[src/core/serial_pkg.sv]
// shared constants and types of the asynchronous serial transceiver
// Summary of operation
// - loading a character clears the lowest shift bit as start and sets the top as stop
// - in nine-bit mode the ninth transmit bit goes to shift position 9 at load
// - line sends start bit, data bits lsb first, then stop bit on baud ticks
// - after the stop bit a waiting character loads and buffer-empty sets, else stays set
// - transmit-done sets after a full stop period with no new character waiting
// - with transmit enabled the transmitter drives the output pin, overriding direction
// - receiver samples at sixteen times baud; one low idle sample starts detection
// - majority high of samples 8, 9, 10 rejects the start bit as noise
// - each data bit is the majority of samples 8, 9, 10, shifted in
// - stop bit accepted on majority high, otherwise the frame fault flag sets
// - frame fault flag clears when a received stop bit is high
// - a finished character moves to the receive data register unless an unread one is pending; every one sets rx done
// - one data address: writes reach transmit holding, reads return received data
// - in nine-bit mode received bit 9 goes to the control receive ninth bit
// - a character finishing while unread records overrun, shown after the read
// - with receive enabled the input pin is input, pull-up still from the port bit
// - reading data clears rx done; rx request while flag and enable are set
// - transmit-done clears on vector acknowledge or a one written to it
// - empty request holds while flag and enable set; data write clears the flag
// - reset sets buffer-empty; every other status bit resets to zero
// - a disabled receiver sets no flags and leaves set flags alone
// - disabling transmit finishes the shifting and waiting characters first
// - baud rate is clock over sixteen times divider plus one
package serial_pkg;

  // register indices; byte address is four times the index
  localparam logic [7:0] IDX_DIVIDER = 8'h09;
  localparam logic [7:0] IDX_CONTROL = 8'h0a;
  localparam logic [7:0] IDX_STATUS  = 8'h0b;
  localparam logic [7:0] IDX_DATA    = 8'h0c;
  localparam int         ADDR_W      = 8;

  // control bit positions
  localparam int C_RX_IRQ  = 7;
  localparam int C_TX_IRQ  = 6;
  localparam int C_EMP_IRQ = 5;
  localparam int C_RX_EN   = 4;
  localparam int C_TX_EN   = 3;
  localparam int C_NINE    = 2;
  localparam int C_RX_B8   = 1;
  localparam int C_TX_B8   = 0;

  // status bit positions
  localparam int S_RX_DONE = 7;
  localparam int S_TX_DONE = 6;
  localparam int S_EMPTY   = 5;
  localparam int S_FRAME   = 4;
  localparam int S_OVR     = 3;

  // reset values
  localparam logic [7:0] STATUS_RST  = 8'h20;
  localparam logic [7:0] CONTROL_RST = 8'h02;
  localparam logic [7:0] DIVIDER_RST = 8'h00;

  // oversampling and vote points
  localparam logic [3:0] OVERSAMPLE = 4'hf; // sixteen ticks, counted 0..15
  localparam logic [4:0] SMP_A      = 5'h08;
  localparam logic [4:0] SMP_B      = 5'h09;
  localparam logic [4:0] SMP_C      = 5'h0a;
  localparam logic [4:0] SMP_LAST   = 5'h10;
  localparam logic [3:0] BITS8      = 4'h8;
  localparam logic [3:0] BITS9      = 4'h9;

  // axi responses
  localparam logic [1:0] RESP_OKAY   = 2'b00;
  localparam logic [1:0] RESP_SLVERR = 2'b10;

  typedef struct packed {
    logic rx_done_irq_enable;
    logic tx_done_irq_enable;
    logic tx_empty_irq_enable;
    logic rx_enable_bit;
    logic tx_enable_bit;
    logic nine_bit_select;
    logic rx_ninth_bit;
    logic tx_ninth_bit;
  } ctrl_t;

  typedef enum logic [1:0] {
    RX_IDLE  = 2'b00,
    RX_START = 2'b01,
    RX_DATA  = 2'b11,
    RX_STOP  = 2'b10
  } rx_state_t;

endpackage : serial_pkg

[src/core/async_serial_transceiver.sv]
// asynchronous serial transceiver with axi4-lite register slave
//
// Implementation choice: the AXI4-Lite slave port.
`timescale 1ns/1ns
module async_serial_transceiver (
  // clock and reset
  input  wire logic                      aclk,
  input  wire logic                      aresetn,
  // axi4-lite write
  input  wire logic [serial_pkg::ADDR_W-1:0] awaddr,
  input  wire logic                      awvalid,
  output logic                           awready,
  input  wire logic [31:0]               wdata,
  input  wire logic [3:0]                wstrb,
  input  wire logic                      wvalid,
  output logic                           wready,
  output logic [1:0]                     bresp,
  output logic                           bvalid,
  input  wire logic                      bready,
  // axi4-lite read
  input  wire logic [serial_pkg::ADDR_W-1:0] araddr,
  input  wire logic                      arvalid,
  output logic                           arready,
  output logic [31:0]                    rdata,
  output logic [1:0]                     rresp,
  output logic                           rvalid,
  input  wire logic                      rready,
  // interrupt requests and vector acknowledge
  output logic                           rx_done_irq,
  output logic                           tx_done_irq,
  output logic                           tx_empty_irq,
  input  wire logic                      tx_done_ack,
  // output pin and its port settings
  input  wire logic                      line_out_port_val,
  input  wire logic                      line_out_dir_bit,
  output logic                           line_out_o,
  output logic                           line_out_oe_n,
  // input pin and its port settings
  input  wire logic                      line_in_i,
  input  wire logic                      line_in_dir_bit,
  input  wire logic                      line_in_pullup_bit,
  output logic                           line_in_oe_n,
  output logic                           line_in_pullup_en
);
  import serial_pkg::*;

  // majority of three samples, used for start, data and stop
  function automatic logic maj3(input logic [2:0] v);
    maj3 = (v[0] & v[1]) | (v[0] & v[2]) | (v[1] & v[2]);
  endfunction : maj3

  // ****************************************
  // register bus slave
  // ****************************************
  ctrl_t                 ctrl_reg;
  logic [7:0]            divider_reg;
  logic [7:0]            tx_hold_reg;
  logic [7:0]            rx_data_reg;
  logic                  rx_done_reg;
  logic                  tx_done_reg;
  logic                  empty_reg;
  logic                  frame_reg;
  logic                  ovr_pend_reg;
  logic                  ovr_vis_reg;
  logic [ADDR_W-1:0]     aw_reg;
  logic                  aw_have_reg;
  logic [7:0]            w_reg;
  logic                  w_lane_reg;
  logic                  w_have_reg;
  logic                  wr_go;
  logic                  wr_data;
  logic                  rd_data;
  logic                  rd_go;
  logic [7:0]            rd_byte;
  logic                  rd_hit;
  logic [7:0]            status_val;

  assign awready = ~aw_have_reg & ~bvalid;
  assign wready  = ~w_have_reg & ~bvalid;
  assign arready = ~rvalid;
  assign wr_go   = aw_have_reg & w_have_reg & ~bvalid;
  assign rd_go   = arvalid & arready;
  // one address, two registers: write path vs read path
  assign wr_data = wr_go & w_lane_reg & (aw_reg == {IDX_DATA[ADDR_W-3:0], 2'b00});
  assign rd_data = rd_go & (araddr == {IDX_DATA[ADDR_W-3:0], 2'b00});

  // address and data are taken in either order
  always_ff @(posedge aclk) begin
    if (!aresetn) begin
      aw_have_reg <= 1'b0;
      w_have_reg  <= 1'b0;
      aw_reg      <= '0;
      w_reg       <= 8'h00;
      w_lane_reg  <= 1'b0;
    end else begin
      if (awvalid && awready) begin
        aw_reg      <= awaddr;
        aw_have_reg <= 1'b1;
      end else if (wr_go) begin
        aw_have_reg <= 1'b0;
      end
      if (wvalid && wready) begin
        w_reg      <= wdata[7:0];
        w_lane_reg <= wstrb[0];
        w_have_reg <= 1'b1;
      end else if (wr_go) begin
        w_have_reg <= 1'b0;
      end
    end
  end

  // write response; unmapped addresses answer slverr
  always_ff @(posedge aclk) begin
    if (!aresetn) begin
      bvalid <= 1'b0;
      bresp  <= RESP_OKAY;
    end else if (wr_go) begin
      bvalid <= 1'b1;
      bresp  <= (aw_reg[1:0] == 2'b00 &&
                 aw_reg[ADDR_W-1:2] >= IDX_DIVIDER[ADDR_W-3:0] &&
                 aw_reg[ADDR_W-1:2] <= IDX_DATA[ADDR_W-3:0]) ? RESP_OKAY : RESP_SLVERR;
    end else if (bready) begin
      bvalid <= 1'b0;
    end
  end

  // status view; the low three bits read zero
  assign status_val = {rx_done_reg, tx_done_reg, empty_reg, frame_reg, ovr_vis_reg, 3'b000};

  // read decode
  always_comb begin
    rd_byte = 8'h00;
    rd_hit  = araddr[1:0] == 2'b00;
    case (araddr[ADDR_W-1:2])
      IDX_DIVIDER[ADDR_W-3:0]: rd_byte = divider_reg;
      IDX_CONTROL[ADDR_W-3:0]: rd_byte = {ctrl_reg[7:1], 1'b0}; // transmit ninth bit is write only
      IDX_STATUS[ADDR_W-3:0]:  rd_byte = status_val;
      IDX_DATA[ADDR_W-3:0]:    rd_byte = rx_data_reg;
      default:                 rd_hit  = 1'b0;
    endcase
  end

  // read answer registered one cycle after the address is taken
  always_ff @(posedge aclk) begin
    if (!aresetn) begin
      rvalid <= 1'b0;
      rdata  <= 32'h0000_0000;
      rresp  <= RESP_OKAY;
    end else if (rd_go) begin
      rvalid <= 1'b1;
      rdata  <= rd_hit ? {24'h00_0000, rd_byte} : 32'h0000_0000;
      rresp  <= rd_hit ? RESP_OKAY : RESP_SLVERR;
    end else if (rready) begin
      rvalid <= 1'b0;
    end
  end

  // ****************************************
  // baud generation
  // ****************************************
  logic [7:0] pre_reg;
  logic       tick16;
  logic [3:0] tx_phase_reg;
  logic       bit_tick;
  logic       tx_load;

  // clock over divider plus one gives sixteen ticks per bit
  always_ff @(posedge aclk) begin
    if (!aresetn) begin
      pre_reg <= 8'h00;
    end else if (pre_reg >= divider_reg) begin
      pre_reg <= 8'h00;
    end else begin
      pre_reg <= pre_reg + 8'h01;
    end
  end
  assign tick16 = pre_reg >= divider_reg;

  // transmit bit clock, restarted by a load so the start bit is whole
  always_ff @(posedge aclk) begin
    if (!aresetn) begin
      tx_phase_reg <= 4'h0;
    end else if (tx_load || tick16) begin
      tx_phase_reg <= (tx_load || tx_phase_reg == OVERSAMPLE) ? 4'h0 : tx_phase_reg + 4'h1;
    end
  end
  assign bit_tick = tick16 && tx_phase_reg == OVERSAMPLE;

  // ****************************************
  // control and divider registers
  // ****************************************
  logic       rx_finish;
  logic       ovr_now;
  logic [8:0] rx_sh_reg;

  // software fields; received ninth bit is loaded by hardware
  always_ff @(posedge aclk) begin
    if (!aresetn) begin
      ctrl_reg    <= ctrl_t'(CONTROL_RST);
      divider_reg <= DIVIDER_RST;
    end else begin
      if (wr_go && w_lane_reg && aw_reg == {IDX_CONTROL[ADDR_W-3:0], 2'b00}) begin
        ctrl_reg[7:2]             <= w_reg[7:2];
        ctrl_reg.tx_ninth_bit     <= w_reg[C_TX_B8]; // set before the data write
      end
      if (wr_go && w_lane_reg && aw_reg == {IDX_DIVIDER[ADDR_W-3:0], 2'b00}) begin
        divider_reg <= w_reg;
      end
      if (rx_finish && !ovr_now && ctrl_reg.nine_bit_select) begin
        ctrl_reg.rx_ninth_bit <= rx_sh_reg[8];
      end
    end
  end

  // ****************************************
  // transmitter
  // ****************************************
  logic [10:0] tx_sh_reg;
  logic [3:0]  tx_cnt_reg;
  logic        tx_busy_reg;
  logic        tx_full_reg;
  logic        tx_active;
  logic        tx_end;

  // keep running after disable until shift and holding are empty
  assign tx_active = ctrl_reg.tx_enable_bit | tx_busy_reg;
  // a data write in the same cycle defers the load by one cycle
  assign tx_end  = tx_busy_reg && bit_tick && tx_cnt_reg == 4'h1;
  assign tx_load = tx_full_reg && !wr_data && (ctrl_reg.tx_enable_bit || tx_busy_reg)
                   && (!tx_busy_reg || tx_end);

  // holding register fill state
  always_ff @(posedge aclk) begin
    if (!aresetn) begin
      tx_hold_reg <= 8'h00;
      tx_full_reg <= 1'b0;
    end else if (wr_data) begin
      tx_hold_reg <= w_reg;
      tx_full_reg <= 1'b1;
    end else if (tx_load) begin
      tx_full_reg <= 1'b0;
    end
  end

  // shift register: start at bit 0, stop on top, lsb first
  always_ff @(posedge aclk) begin
    if (!aresetn) begin
      tx_sh_reg   <= 11'h7ff;
      tx_cnt_reg  <= 4'h0;
      tx_busy_reg <= 1'b0;
    end else if (tx_load) begin
      tx_busy_reg <= 1'b1;
      if (ctrl_reg.nine_bit_select) begin
        tx_sh_reg  <= {1'b1, ctrl_reg.tx_ninth_bit, tx_hold_reg, 1'b0};
        tx_cnt_reg <= 4'hb;
      end else begin
        tx_sh_reg  <= {2'b11, tx_hold_reg, 1'b0};
        tx_cnt_reg <= 4'ha;
      end
    end else if (tx_busy_reg && bit_tick) begin
      tx_sh_reg  <= {1'b1, tx_sh_reg[10:1]};
      tx_cnt_reg <= tx_cnt_reg - 4'h1;
      if (tx_cnt_reg == 4'h1) begin
        tx_busy_reg <= 1'b0;
      end
    end
  end

  // buffer-empty: set on load, cleared by a data write
  always_ff @(posedge aclk) begin
    if (!aresetn) begin
      empty_reg <= STATUS_RST[S_EMPTY];
    end else if (tx_load) begin
      empty_reg <= 1'b1;
    end else if (wr_data) begin
      empty_reg <= 1'b0;
    end
  end

  // transmit-done after a whole stop period, set wins over clear
  always_ff @(posedge aclk) begin
    if (!aresetn) begin
      tx_done_reg <= STATUS_RST[S_TX_DONE];
    end else if (tx_end && !tx_full_reg && !wr_data) begin
      tx_done_reg <= 1'b1;
    end else if (tx_done_ack ||
                 (wr_go && w_lane_reg && w_reg[S_TX_DONE] &&
                  aw_reg == {IDX_STATUS[ADDR_W-3:0], 2'b00})) begin
      tx_done_reg <= 1'b0;
    end
  end

  // ****************************************
  // receiver
  // ****************************************
  rx_state_t  rx_state_reg;
  logic [4:0] smp_reg;
  logic [2:0] vote_reg;
  logic [3:0] nbit_reg;
  logic       vote_now;

  // votes taken at samples 8, 9 and 10
  always_ff @(posedge aclk) begin
    if (!aresetn) begin
      vote_reg <= 3'b000;
    end else if (tick16 && (smp_reg == SMP_A - 5'h01 || smp_reg == SMP_B - 5'h01 ||
                            smp_reg == SMP_C - 5'h01)) begin
      vote_reg <= {vote_reg[1:0], line_in_i};
    end
  end
  // the vote is complete once sample 10 is in
  assign vote_now  = maj3(vote_reg);
  assign rx_finish = rx_state_reg == RX_STOP && tick16 && smp_reg == SMP_C && ctrl_reg.rx_enable_bit;
  assign ovr_now   = rx_done_reg & ~rd_data;

  // receive sequencer; disabling aborts without touching flags
  always_ff @(posedge aclk) begin
    if (!aresetn) begin
      rx_state_reg <= RX_IDLE;
      smp_reg      <= 5'h00;
      nbit_reg     <= 4'h0;
      rx_sh_reg    <= 9'h000;
    end else if (!ctrl_reg.rx_enable_bit) begin
      rx_state_reg <= RX_IDLE;
    end else if (tick16) begin
      case (rx_state_reg)
        RX_IDLE: begin
          if (!line_in_i) begin
            rx_state_reg <= RX_START; // one low sample is sample 1
            smp_reg      <= 5'h01;
          end
        end
        RX_START: begin
          smp_reg <= (smp_reg == SMP_LAST) ? 5'h01 : smp_reg + 5'h01;
          if (smp_reg == SMP_C && vote_now) begin
            rx_state_reg <= RX_IDLE; // noise spike rejected
          end else if (smp_reg == SMP_LAST) begin
            rx_state_reg <= RX_DATA;
            nbit_reg     <= 4'h0;
          end
        end
        RX_DATA: begin
          smp_reg <= (smp_reg == SMP_LAST) ? 5'h01 : smp_reg + 5'h01;
          if (smp_reg == SMP_C) begin
            rx_sh_reg <= {vote_now, rx_sh_reg[8:1]};
            nbit_reg  <= nbit_reg + 4'h1;
          end
          if (smp_reg == SMP_LAST &&
              nbit_reg == (ctrl_reg.nine_bit_select ? BITS9 : BITS8)) begin
            rx_state_reg <= RX_STOP;
          end
        end
        RX_STOP: begin
          smp_reg <= smp_reg + 5'h01;
          if (smp_reg == SMP_C) begin
            rx_state_reg <= RX_IDLE; // hunt again after the stop vote
          end
        end
        default: rx_state_reg <= RX_IDLE;
      endcase
    end
  end

  // transfer to the data register; an overrun keeps the unread byte
  always_ff @(posedge aclk) begin
    if (!aresetn) begin
      rx_data_reg <= 8'h00;
    end else if (rx_finish && !ovr_now) begin
      rx_data_reg <= ctrl_reg.nine_bit_select ? rx_sh_reg[7:0] : rx_sh_reg[8:1];
    end
  end

  // receive-done: set wins over the clear by a data read
  always_ff @(posedge aclk) begin
    if (!aresetn) begin
      rx_done_reg <= STATUS_RST[S_RX_DONE];
    end else if (rx_finish) begin
      rx_done_reg <= 1'b1;
    end else if (rd_data) begin
      rx_done_reg <= 1'b0;
    end
  end

  // frame fault follows each stop vote
  always_ff @(posedge aclk) begin
    if (!aresetn) begin
      frame_reg <= STATUS_RST[S_FRAME];
    end else if (rx_finish) begin
      frame_reg <= ~vote_now;
    end
  end

  // overrun is held back until the pending byte is read
  always_ff @(posedge aclk) begin
    if (!aresetn) begin
      ovr_pend_reg <= 1'b0;
      ovr_vis_reg  <= STATUS_RST[S_OVR];
    end else if (rx_finish) begin
      ovr_pend_reg <= ovr_now;
      ovr_vis_reg  <= rd_data & ovr_pend_reg;
    end else if (rd_data) begin
      ovr_vis_reg  <= ovr_pend_reg;
      ovr_pend_reg <= 1'b0;
    end
  end

  // ****************************************
  // interrupt requests and pins
  // ****************************************
  assign rx_done_irq  = rx_done_reg & ctrl_reg.rx_done_irq_enable;
  assign tx_done_irq  = tx_done_reg & ctrl_reg.tx_done_irq_enable;
  assign tx_empty_irq = empty_reg & ctrl_reg.tx_empty_irq_enable;

  // transmitter owns the output pin while active
  assign line_out_o    = tx_active ? (tx_busy_reg ? tx_sh_reg[0] : 1'b1) : line_out_port_val;
  assign line_out_oe_n = tx_active ? 1'b0 : ~line_out_dir_bit;

  // receiver forces input; pull-up stays with the port bit
  assign line_in_oe_n      = ctrl_reg.rx_enable_bit ? 1'b1 : ~line_in_dir_bit;
  assign line_in_pullup_en = line_in_pullup_bit & (ctrl_reg.rx_enable_bit | ~line_in_dir_bit);

endmodule : async_serial_transceiver

[config.mk]
export PLATFORM = sky130hd
export DESIGN_NAME = async_serial_transceiver
export DESIGN_NICKNAME = d
export VERILOG_FILES = /design/src/core/serial_pkg.sv /design/src/core/async_serial_transceiver.sv
export SDC_FILE = /design/constraint.sdc
export NUM_CORES = 1
export LEC_CHECK = 0
export ABC_CLOCK_PERIOD_IN_PS = 5400
export BUFFER_PORTS_ARGS = -buffer_cell sky130_fd_sc_hd__buf_4
export CAP_MARGIN = 20
export CORE_MARGIN = 4
export CORE_UTILIZATION = 62
export CTS_BUF_LIST = sky130_fd_sc_hd__clkbuf_4 sky130_fd_sc_hd__clkbuf_8
export DETAILED_ROUTE_END_ITERATION = 16
export PLACE_DENSITY_LB_ADDON = 0.15
export SETUP_SLACK_MARGIN = 0.05
export SLEW_MARGIN = 20
export SYNTH_ARGS = -nofsm -noshare
export SYNTH_HDL_FRONTEND = slang
export SYNTH_SLANG_ARGS = --single-unit
[constraint.sdc]
create_clock -name aclk -period 5.4 [get_ports aclk]
set_clock_uncertainty 0.1 [all_clocks]
set_input_delay 1.08 -clock aclk [delete_from_list [all_inputs] [get_ports aclk]]
set_output_delay 1.08 -clock aclk [all_outputs]
set_load 0.01 [all_outputs]
-- Word level (Yosys, flattened, before mapping)
Cells that the tools add are included.
Widths: inputs -> output; s select.
- multiplexer cells: 50
- magnitude comparators: 3
- bitwise logic cells: 30
- multiply operators: 0
- div/mod/pow operators: 0
- reduce and logical (&&, ||, !) cells: 59
- shifts and indexed selects: 0
- $add $sub $neg: 5
- equal/unequal tests: 27
- operator list (operator ; number):
    $eq 8x6->1 const B ; 5
    $pmux 8 s4 ; 1
    $mux 1 ; 26
    $logic_and 1x1->1 ; 25
    $eq 6x4->1 const B ; 4
    $mux 4 ; 6
    $mux 11 ; 2
    $reduce_bool 2->1 ; 10
    $and 1x1->1 ; 17
    $mux 8 ; 2
    $eq 5x4->1 const B ; 3
    $pmux 5 s3 ; 1
    $mux 2 ; 7
    $mux 10 ; 1
    $mux 5 ; 2
    $ne 2x2->1 const B ; 5
    $not 1->1 ; 9
    $add 4x1->4 const B ; 2
    $add 8x1->8 const B ; 1
    $ge 8x8->1 ; 1
    $pmux 2 s4 ; 1
    $pmux 4 s2 ; 1
    $logic_or 1x1->1 ; 7
    $ge 6x4->1 const B ; 1
    other kinds (22) ; 34
- register bits: 147
- RAM bits: 0
- latch bits: 0
- memories: 0
- ROM bits: 0
- bits of input ports: 65

-- Logic depth before layout (Yosys ltp)
Gate-level depths: netlist of run 1.
- depth after elaboration: 10
- gate-level depth with buffers: 10

-- Least setup slack after synthesis of run 1
No wires, ideal clock.
- path kind: input to register
- start: in araddr[2] in the netlist's numbering
- end: reg rx_data_reg[1]
- buffers on the path: 2
- arrival time: 2.546 ns
- setup slack: 2.668 ns
- cell stages on the path: 8
- cell sequence: clkbuf_1 > nor2_1 > and4_1 > nor2b_1 > a211oi_4 > buf_2 > nor2_1 > a211oi_1
- longest elaborated chain between the ends: 6
- RTL lines (what ; line ; source):
    from (decl) ; async_serial_transceiver.sv:21 ; input wire logic [serial_pkg::ADDR_W-1:0] araddr,
    $eq 8x6->1 ; async_serial_transceiver.sv:85 ; assign rd_data = rd_go & (araddr == {IDX_DATA[ADDR_W-3:0], 2'b00});
    $and 1x1->1 ; async_serial_transceiver.sv:85 ;
    $not 1->1 ; async_serial_transceiver.sv:314 ; assign ovr_now = rx_done_reg & ~rd_data;
    $and 1x1->1 ; async_serial_transceiver.sv:314 ;
    $logic_not 1->1 ; async_serial_transceiver.sv:368 ; end else if (rx_finish && !ovr_now) begin
    $logic_and 1x1->1 ; async_serial_transceiver.sv:368 ;
    to (signal assigned) ; async_serial_transceiver.sv:369 ; rx_data_reg <= ctrl_reg.nine_bit_select ? rx_sh_reg[7:0] : rx_sh_reg[8:1];
    to (decl) ; async_serial_transceiver.sv:58 ; logic [7:0] rx_data_reg;
No other way between the ends.
A chain may end at the register's enable or synchronous reset.

-- Worst setup path in the final report of run 1
- start: reg divider_reg[7]
- end: reg tx_sh_reg[9]
- longest elaborated chain between the ends: 7
- elaborated cells between the ends (all ways): 8
- classes of those cells: order compare: 1; mux: 1; reduce/logical: 6
- RTL lines (what ; line ; source):
    from (decl) ; async_serial_transceiver.sv:56 ; logic [7:0] divider_reg;
    from (signal assigned) ; async_serial_transceiver.sv:207 ; divider_reg <= w_reg;
    $ge 8x8->1 * ; async_serial_transceiver.sv:177 ; assign tick16 = pre_reg >= divider_reg;
    $logic_and 1x1->1 * ; async_serial_transceiver.sv:187 ; assign bit_tick = tick16 && tx_phase_reg == OVERSAMPLE;
    $logic_and 1x1->1 * ; async_serial_transceiver.sv:228, async_serial_transceiver.sv:260 ;
    $logic_and 1x1->1 ; async_serial_transceiver.sv:228 ; assign tx_end = tx_busy_reg && bit_tick && tx_cnt_reg == 4'h1;
    $logic_or 1x1->1 ; async_serial_transceiver.sv:230 ; && (!tx_busy_reg || tx_end);
    $logic_and 1x1->1 ; async_serial_transceiver.sv:230 ;
    $mux 11 or $reduce_bool 2->1 (tied branches) ; n/a ;
    to (signal assigned) ; async_serial_transceiver.sv:254 ; tx_sh_reg <= {1'b1, ctrl_reg.tx_ninth_bit, tx_hold_reg, 1'b0};
    to (signal assigned) ; async_serial_transceiver.sv:257 ; tx_sh_reg <= {2'b11, tx_hold_reg, 1'b0};
    to (signal assigned) ; async_serial_transceiver.sv:261 ; tx_sh_reg <= {1'b1, tx_sh_reg[10:1]};
    to (decl) ; async_serial_transceiver.sv:218 ; logic [10:0] tx_sh_reg;
Mark *: on every way between the ends. The rest lies on a longest branch, timed or not.

==> results.md, run 1 <==
Global routing:
- The total grt overflow is 0.
- The via count of the first global-routing pass was 4,786.
- The all-layer global routing usage is 0.2447.
- The number of antenna violations at the first check in global routing is 0.
- The first global-routing pass estimated roughly 22,000 um of wire.
- Entering global routing, the biggest net connects 56 pins.

Synthesis:
- The synthesized design contains 0 enable-type register cells.
- Of the total synthesized cell area, the portion taken by AND, OR, NAND and NOR gates is 0.2082.
- The fraction of the mapped netlist area in adder cells is 0.03869.
- The post-synthesis xor/xnor area fraction is 0.01369.
- The fraction of registers with async set or reset after synthesis is 0.
- Of the post-synthesis cell area, the dominant cell type holds 0.4173.
- By area the synthesized netlist is led by dfxtp_1 42%, mux2i_1 7.3%, nand2_1 5.9%.
- Measured against the total synthesized area, the mux share comes to 0.07498.
- After synthesis the netlist holds a flip-flop and latch count of 120.
- The share of the Yosys chip area taken by registers is 0.4173.
- The netlist uses around 70 different library cells.
- In the synthesized netlist, the number of instances is 665.
- The commonest cells after synthesis are 120 x dfxtp_1, 91 x nand2_1, 70 x nor2_1, 50 x a21oi_1, 42 x mux2i_1.
- After synthesis the cells add up to 0.005757 sq mm.
- The post-synthesis compound-gate area fraction is 0.1719.
- The library cell with the largest summed area after synthesis is dfxtp_1.
- The most common flop cell mapped by yosys is dfxtp_1.
- Averaged over all synthesized cells, the footprint is 8.657 sq um.
- The count of warnings emitted by yosys is 0.
- The main combinational cell family by area after synthesis is simple AND/OR/NAND/NOR gates.
- In the post-synthesis netlist, the cell with the most instances is dfxtp_1.

Power:
- The internal portion of total power is 1.426 mW.
- The leakage power total is 2.544 nW.
- Summed over all nets, the switching power comes to 0.4348 mW.
- Of the total power, combinational logic draws 0.056.
- Of the total power, the clock network draws 0.453.
- The worst-case IR drop observed on VDD is between 0.2 and 0.25 mV.
- The sequential group share of total power is 0.491.
- The net switching share of the total power is 0.2337.
- The total power per unit cell area is 285.5 mW/mm^2.

Clock tree:
- The cts-stage hold buffer count is 0.
- The number of buffers created by CTS is 17.
- The TritonCTS clock tree is done.
- The number of cells upsized or downsized after cts is 0.
- Post-CTS timing repair inserted 0 buffers for setup.
- The H-tree was split into 4 levels.
- The clock latency reported for the late side of the worst-skew pair is between 400 and 500 ps.
- Clock tree synthesis found a total of 120 sinks.
- Counting along the longest clock path gives a buffer depth of 2.
- The post-CTS clock slew at the launch and capture registers of the worst setup and hold paths is 80 ps.
- The CTS root buffer is clkbuf_8.

Timing:
- Hold is met by 361.1 ps.
- The final period utilization is 0.5390.
- The setup violation total in the final timing report is 0.
- The final number of max-transition violations is 0.
- Setup repair after global routing left no endpoint under its margin.
- After routing, the total negative slack on setup checks comes to 0 ps.
- The final number of hold-violating endpoints came to 0.
- For the pin with the worst max-slew slack, the measured transition is 948.6 ps.
- The clock period minus worst slack is roughly 2900 ps.
- The highest attainable clock frequency is approximately 340 MHz.
- The max-slew headroom at the worst pin is 0.3676.

Setup path:
- In this run the critical register-to-register path is captured at tx_sh_reg[9].
- The worst setup path is of the reg2reg kind.
- The critical path data required time is 5610 ps.
- The top fanout value on the critical path is 11.
- Tracing the worst setup path back leads to its startpoint at divider_reg[7].
- The category of the worst setup path capture point is a flip-flop.
- The number of cells on the worst reg-to-reg path is 8.
- For flop-to-flop paths, the worst setup slack is 2490 ps.
- The worst setup path is launched from a flip-flop.
- The arrival time reported for the critical path endpoint is ~3100 ps.
- The critical register-to-register path startpoint is divider_reg[7].

Place:
- The placer's final routability congestion estimate is 0.8204.
- The number of buffers inserted by port buffering is 59.
- The placed cell area is 0.006101 sq mm.
- After detailed placement, the design holds a cell count of ~800.
- The half-perimeter wire length after detailed placement is 9194 um.

Floorplanning:
- The I/O pin count is 113.
- The die is 104.4 um wide.
- The floorplan step defined a die boundary enclosing 0.01089 sq mm.
- The initial utilization of the core area, before any placement, comes to 0.6475.
- The die height is 104.4 um.
- The number of cell rows is 34.
- The core region is just under 0.009 sq mm.

Layout:
- In the final layout, the share of cells above drive strength 1 is 0.1482.
- The number of antenna diodes in the final layout is 0.
- The finished cells cover roughly 0.0065 sq mm.
- Compared with the post-synthesis result, the final layout area differs by 13.21%.
- The flip-flop count of the largest register after layout is 10.
- The core utilization of the finished layout is 0.7330.
- The count of cells in the finished layout, fillers not included, comes to a little over 800.
- The net count of the finished layout is approximately 790.

Route:
- After detailed routing, the total wire length is between 10,000 and 15,000 um.
- The detailed-route via count is about 4,900.
- The initial DRC count is roughly 250.
- The routed length per instance is 15.99 um.
- The pre-antenna-repair detailed-routing pass consisted of 5 iterations.
- Dividing the detail-routed via count by the number of cells gives slightly below 6.
- Once detail routing completed, the nets flagged for antenna violations numbered 0.
- After detailed routing, the number of remaining DRC violations is 0.

Min path:
- The path class of the lowest-slack min-delay path is reg2reg.
- The worst hold path was traced through 2 stages.
- The hold-critical path endpoint is aw_reg[0].
- The startpoint identified for the worst hold timing path is aw_reg[0].

Run status:
- The flow ran to the end, and the final reports show no timing, DRC or antenna violations.

Flow run:
- Max-cap violations in this run came to 0.
==> power groups by stage <==
stage               logic [mW]  registers (mW)  clock network [mW]
detailed placement       0.103           0.933                   0
global placement        0.0996           0.932                   0
global route             0.114           0.915               0.899
CTS                      0.103           0.913               0.854
finish                   0.104           0.914               0.843
floorplan               0.0742           0.929                   0
==> through the flow <==
stage | power, mW | setup slack (ps)
final | 1.861 | 2490
after CTS | 1.870 | 2494
after detailed placement | 1.036 | 2118
after global routing | 1.928 | 2283
after global placement | 1.032 | 2156
after floorplan | 1.004 | 2668
==> metal layers <==
metal / track usage / wire [um] / share of wire
met3: 0.05028 / 737 / 0.056
met2: 0.4234 / 6630 / 0.50
met1: 0.3000 / 5709 / 0.43
met4: 0.08832 / 193 / 0.015
met5: 0 / 0 / 0
==> cell families (layout without fill, tap and decap cells) <==
family	Yosys count	after routing
buffers and inverters	82	114
XOR/XNOR	9	9
adder cells (fa/ha/maj)	18	18
multiplexers	43	43
other	1	26
flip-flops	120	120
AND/OR/NAND/NOR	246	246
AO/OA/AOI/OAI	146	146
==> worst max-delay path by stage <==
stage,endpoint,slack [ps],cells past startpoint
CTS,tx_sh_reg[9],2490,8
global placement,ctrl_reg[1],2160,7
global route,tx_cnt_reg[0],2280,8
finish,tx_sh_reg[9],2490,8
detailed placement,ctrl_reg[1],2120,7
floorplan,rx_data_reg[1],2670,8
==> cells in the final DEF (no fill, tap or decap), types with 9 or more instances in the layout <==
master / netlist / final
a22oi_1: 11 / 11
mux2i_1: 42 / 42
inv_1: 19 / 19
conb_1: 1 / 26
and2_1: 12 / 12
nand2_1: 91 / 91
a41oi_1: 9 / 9
nand2b_1: 9 / 9
ha_1: 17 / 17
nor2_1: 70 / 70
nand3_1: 9 / 9
o21ai_0: 18 / 18
dfxtp_1: 120 / 120
a21oi_1: 50 / 50
a211oi_1: 22 / 22
clkbuf_8: 0 / 19
buf_4: 27 / 62
==> area by class of cell <==
class,count,area [sq um]
multi-input combinational,488,3019
sequential,120,2402
fill,712,2374
timing repair buffer,62,465.4
clock buffer,20,269.0
clock inverter,11,147.6
tap,108,135.1
inverter,21,78.83
==> critical path, cell delays in order (launching register included) <==
cell	delay (ps)
dfxtp_1	370
inv_1	60
ha_1	330
and3_2	230
nand2_1	80
a21o_1	300
a2111o_1	640
and2_1	350
o41a_1	340
Power figures use the tool's default switching activity.
==> run 2: changes to the inputs <==
- ABC_AREA: not set -> 1
- ABC_CLOCK_PERIOD_IN_PS: 5400 -> 2400
- CORE_UTILIZATION: 62 -> 52
- clock period: 5.4 -> 2.4 ns (I/O delays scaled with it)
==> run 2 against run 1 <==
Combinational power grew to 2.7 times the previous value. Maximum frequency up 34%. Critical path depth is 5 higher. Register-to-register slack got worse by 2300 ps. Die area grew 18%. Flip-flop and latch count unchanged. Power is 120% higher. Sequential share of layout area shrank 0.70 points. Global-route usage down 3.7 points. Largest power group unchanged. Highest routed layer unchanged.
==> results.md, run 2 <==
Floorplanning:
- The I/O pin count is approximately 110.
- The core area is 0.01084 sq mm.
- The die height is 113.3 um.
- The initial utilization of the core area, before any placement, comes to 0.5320.
- The horizontal die dimension is 113.3 um.
- Row generation in the floorplan step produced 38 rows.
- The total die area is 0.01284 sq mm.

Clock tree:
- The number of buffers created by CTS is 17.
- The clock passes through at most 2 buffers.
- The post-CTS clock slew at the launch and capture registers of the worst setup and hold paths is roughly 60 ps.
- The cts-stage hold buffer count is 0.
- The TritonCTS sink count is 120.
- TritonCTS built the clock tree.
- The H-tree depth is 4.
- The later pin in the worst-skew pair is clocked with a latency of 440 ps.
- The tree is rooted in a clkbuf_8.

Place:
- The half-perimeter wire length after detailed placement is 9306 um.
- The worst slack at placement is 119.7 ps.
- The placed cell area is 0.006197 sq mm.
- The number of buffers inserted by port buffering is 59.
- The total placed cells including tap cells is roughly 950.
- The congestion estimate from routability-driven global placement came to 0.8240.

Synthesis:
- Of the total synthesized cell area, the portion taken by AND, OR, NAND and NOR gates is 0.2285.
- Of the total synthesized cell area, the portion taken by XOR and XNOR cells is 0.01671.
- The number of unique standard cell types used by synthesis is 45.
- The flip-flop and latch count after synthesis is 120.
- Among all flip-flop cells after synthesis, the most frequent one is dfxtp_1.
- The fraction of the mapped netlist area in adder cells is 0.03688.
- Of all flip-flops after synthesis, the portion carrying an async set or reset was 0.
- The netlist area before placement is a little under 0.006 sq mm.
- The area fraction of the dominant cell type after synthesis is 0.4166.
- Measured against the total synthesized area, the mux share comes to 0.
- In the synthesized netlist, the number of instances is 772.
- After synthesis, the largest family of logic cells by area is simple AND/OR/NAND/NOR gates.
- Yosys mapped a number of flops with a built-in enable equal to 0.
- The sequential-to-total area share from yosys stat is 0.4166.
- nand2_1 is the most common cell in the netlist.
- The average instance in the mapped netlist occupies roughly 7.5 sq um.
- After synthesis, the cell types taking the most area are dfxtp_1 42%, nand2_1 8.2%, a21oi_1 6.9%.
- The library cell with the largest summed area after synthesis is dfxtp_1.
- During synthesis, Yosys emitted a total of 0 warnings.
- Ranked by instance count, the synthesized netlist is headed by 126 x nand2_1, 120 x dfxtp_1, 83 x inv_1, 79 x a21oi_1, 73 x o21ai_0.
- The post-synthesis compound-gate area fraction is 0.1790.

Global routing:
- Across every metal layer, demand over resource in global routing totals 0.2082.
- The met1 track utilization from global routing is 0.2601.
- For this run, global-route usage on met3 was measured as 0.05348.
- The number of antenna violations at the first check in global routing is 0.
- The first-pass GRT wire length is 21,480 um.
- For met2 alone, demand over resource in global routing was 0.3420.
- The maximum number of pins on one net before global-route repair is 42.
- The most heavily used metal layer in global routing is met2.
- The total grt overflow is 0.
- The via count of the first global-routing pass was 4,696.

Setup path:
- Data on the critical path is required at its endpoint by 2610 ps.
- The worst register-to-register path has a setup slack of 230 ps.
- Grouping stages by cell kind, the critical path spends the most delay in simple AND/OR/NAND/NOR gates.
- STA puts the critical path data arrival time at 2380 ps.
- The top fanout value on the critical path is 20.
- The critical path starts at divider_reg[3].
- The largest stage delay on the critical path is 330 ps.
- The depth of the worst register-to-register path is 13.
- Counting both buffers and inverters, the worst setup path holds a total of 1.
- STA classifies the critical path endpoint as a flip-flop.
- The worst register-to-register path begins at divider_reg[3].
- The kind of critical path is reg2reg.
- The count of cell instances traversed by the critical path is 13.
- The critical register-to-register path endpoint is tx_sh_reg[9].
- Following the worst setup path forward leads to its endpoint at tx_sh_reg[9].
- The worst setup path is launched from a flip-flop.
- The cell with the biggest individual delay on the critical path is dfxtp_1.
- The critical path goes through inv_1 > ha_1 > nand2_1 > nor2_1 > nor2_1 > nand2_1 > nand2_1 > nand2_4 > nand3_2 > nand2_4 > nand2_4 > o21ai_1 > nand3_1.

Layout:
- The top cell types in the final layout, fill and taps aside, are 126 x nand2_1, 120 x dfxtp_1, 83 x inv_1.
- The most common cell after layout, fill and taps aside is nand2_1.
- The number of nets in the finished design is 917.
- The number of cells in the finished layout apart from fillers is 986.
- At the end of the flow the core is filled with cells to 0.6129.
- The final non-filler cell area is 0.006644 sq mm.
- From synthesis to final layout, the design area changed by 15.21%.
- In the final layout, the share of cells above drive strength 1 is 0.1619.
- The register with the most flip-flops in the layout has 10 of them.
- The antenna diode instance count is 0.

Timing:
- Once routing completed, OpenROAD measured the worst setup slack at 231.4 ps.
- The final number of max-transition violations was 0.
- The max-slew headroom at the worst pin is 0.3980.
- The setup violation total in the final timing report is 0.
- The worst hold slack is 185.9 ps.
- Of the available clock period, the critical path in the final layout requires 0.9036.
- The clock period minus worst slack is 2169 ps.
- Setup repair after global routing could not meet its margin everywhere.
- The setup TNS is 0 ps.
- The final number of hold-violating endpoints came to 0.
- For the pin with the worst max-slew slack, the measured transition is 902.0 ps.
- The highest attainable clock frequency is 461.1 MHz.

Route:
- The number of search-and-repair iterations in the first detailed-routing pass is 5.
- The final route contains ~5,100 vias.
- The routed via count divided by cell count is 5.130.
- The routed length per instance is between 10 and 15 um.
- The number of nets still failing antenna checks after routing is 0.
- The DRC violation count after routing is 0.
- The first routing iteration left 352 violations.
- The wire length reported by the detailed router is around 13,000 um.

Power:
- The total power per unit cell area is 618.6 mW/mm^2.
- The largest vdd supply drop is 0.4760 mV.
- The clock network power share is 0.432.
- The combinational group share of total power is 0.068.
- After layout, the design draws a total of 4.110 mW.
- Internal power comes to 3.167 mW.
- The share of total power dissipated in sequential elements is 0.500.
- The analysis attributes to cell leakage a power of 2.955 nW.
- Summed over all nets, the switching power comes to 0.9427 mW.
- The net switching share of the total power is 0.2294.

Min path:
- The min-delay analysis places its worst path in the category in2reg.
- The startpoint identified for the worst hold timing path is bready.

Flow run:
- The tool flagged a number of max-cap violations equal to 0.

Run status:
- The flow ran to the end, and the final reports show no timing, DRC or antenna violations.
run 2: cell count changes after synthesis, sizes merged, moves of 10 or more:
cell / previous run / this run
nand3: 10 / 47
clkbuf: 28 / 14
a22oi: 11 / 1
o21ai: 21 / 95
a21oi: 50 / 81
inv: 21 / 92
and2: 12 / 0
nand2: 91 / 134
mux2i: 42 / 0
a211oi: 23 / 2
run 2: area by class of cell:
cell class,instances,area (sq um)
inverter,93,352.8
sequential,120,2402
timing repair buffer,70,525.5
tap,140,175.2
fill,975,4197
multi-input combinational,533,2799
clock inverter,2,35.03
clock buffer,28,354.1
run 2: worst min-delay path: stages:
cell and delay, ps:
buf_4 70, inv_1 30, nand2_1 40, a21oi_1 50
run 2: logic make-up after synthesis:
kind of cell               after synthesis
adders and majority gates               17
DFF                                    120
AOI/OAI and AO/OA                      195
and+or+nand+nor                        283
other                                    1
xor gates and xnor gates                11
buffers and inverters                  145
run 2: worst min-delay path by stage:
stage / endpoint / slack [ps] / depth (start not counted)
after floorplan: rx_sh_reg[0] / 320 / 2
after global placement: rx_sh_reg[0] / 330 / 2
after detailed placement: rx_sh_reg[0] / 340 / 2
after CTS: bvalid / 160 / 4
after global routing: bvalid / 160 / 4
final: bvalid / 190 / 4
run 2: timing repair:
item,CTS,global route
setup endpoints to repair,0,31
buffers inserted,0,2
resized for setup,0,5
run 2: power groups by stage:
stage | logic (mW) | clock network, mW | registers [mW]
after floorplan | 0.200 | 0 | 2.10
after global placement | 0.272 | 0 | 2.10
after detailed placement | 0.280 | 0 | 2.10
after CTS | 0.281 | 1.81 | 2.06
after global routing | 0.314 | 1.92 | 2.06
final | 0.280 | 1.77 | 2.06
run 2: metal layers:
metal  part of all wire  routed length, um  up-vias
met4              0.014                184        0
met2               0.49               6427      120
met5                  0                  0        -
met3              0.051                666       16
li1                   -                  -     2605
met1               0.44               5754     2317
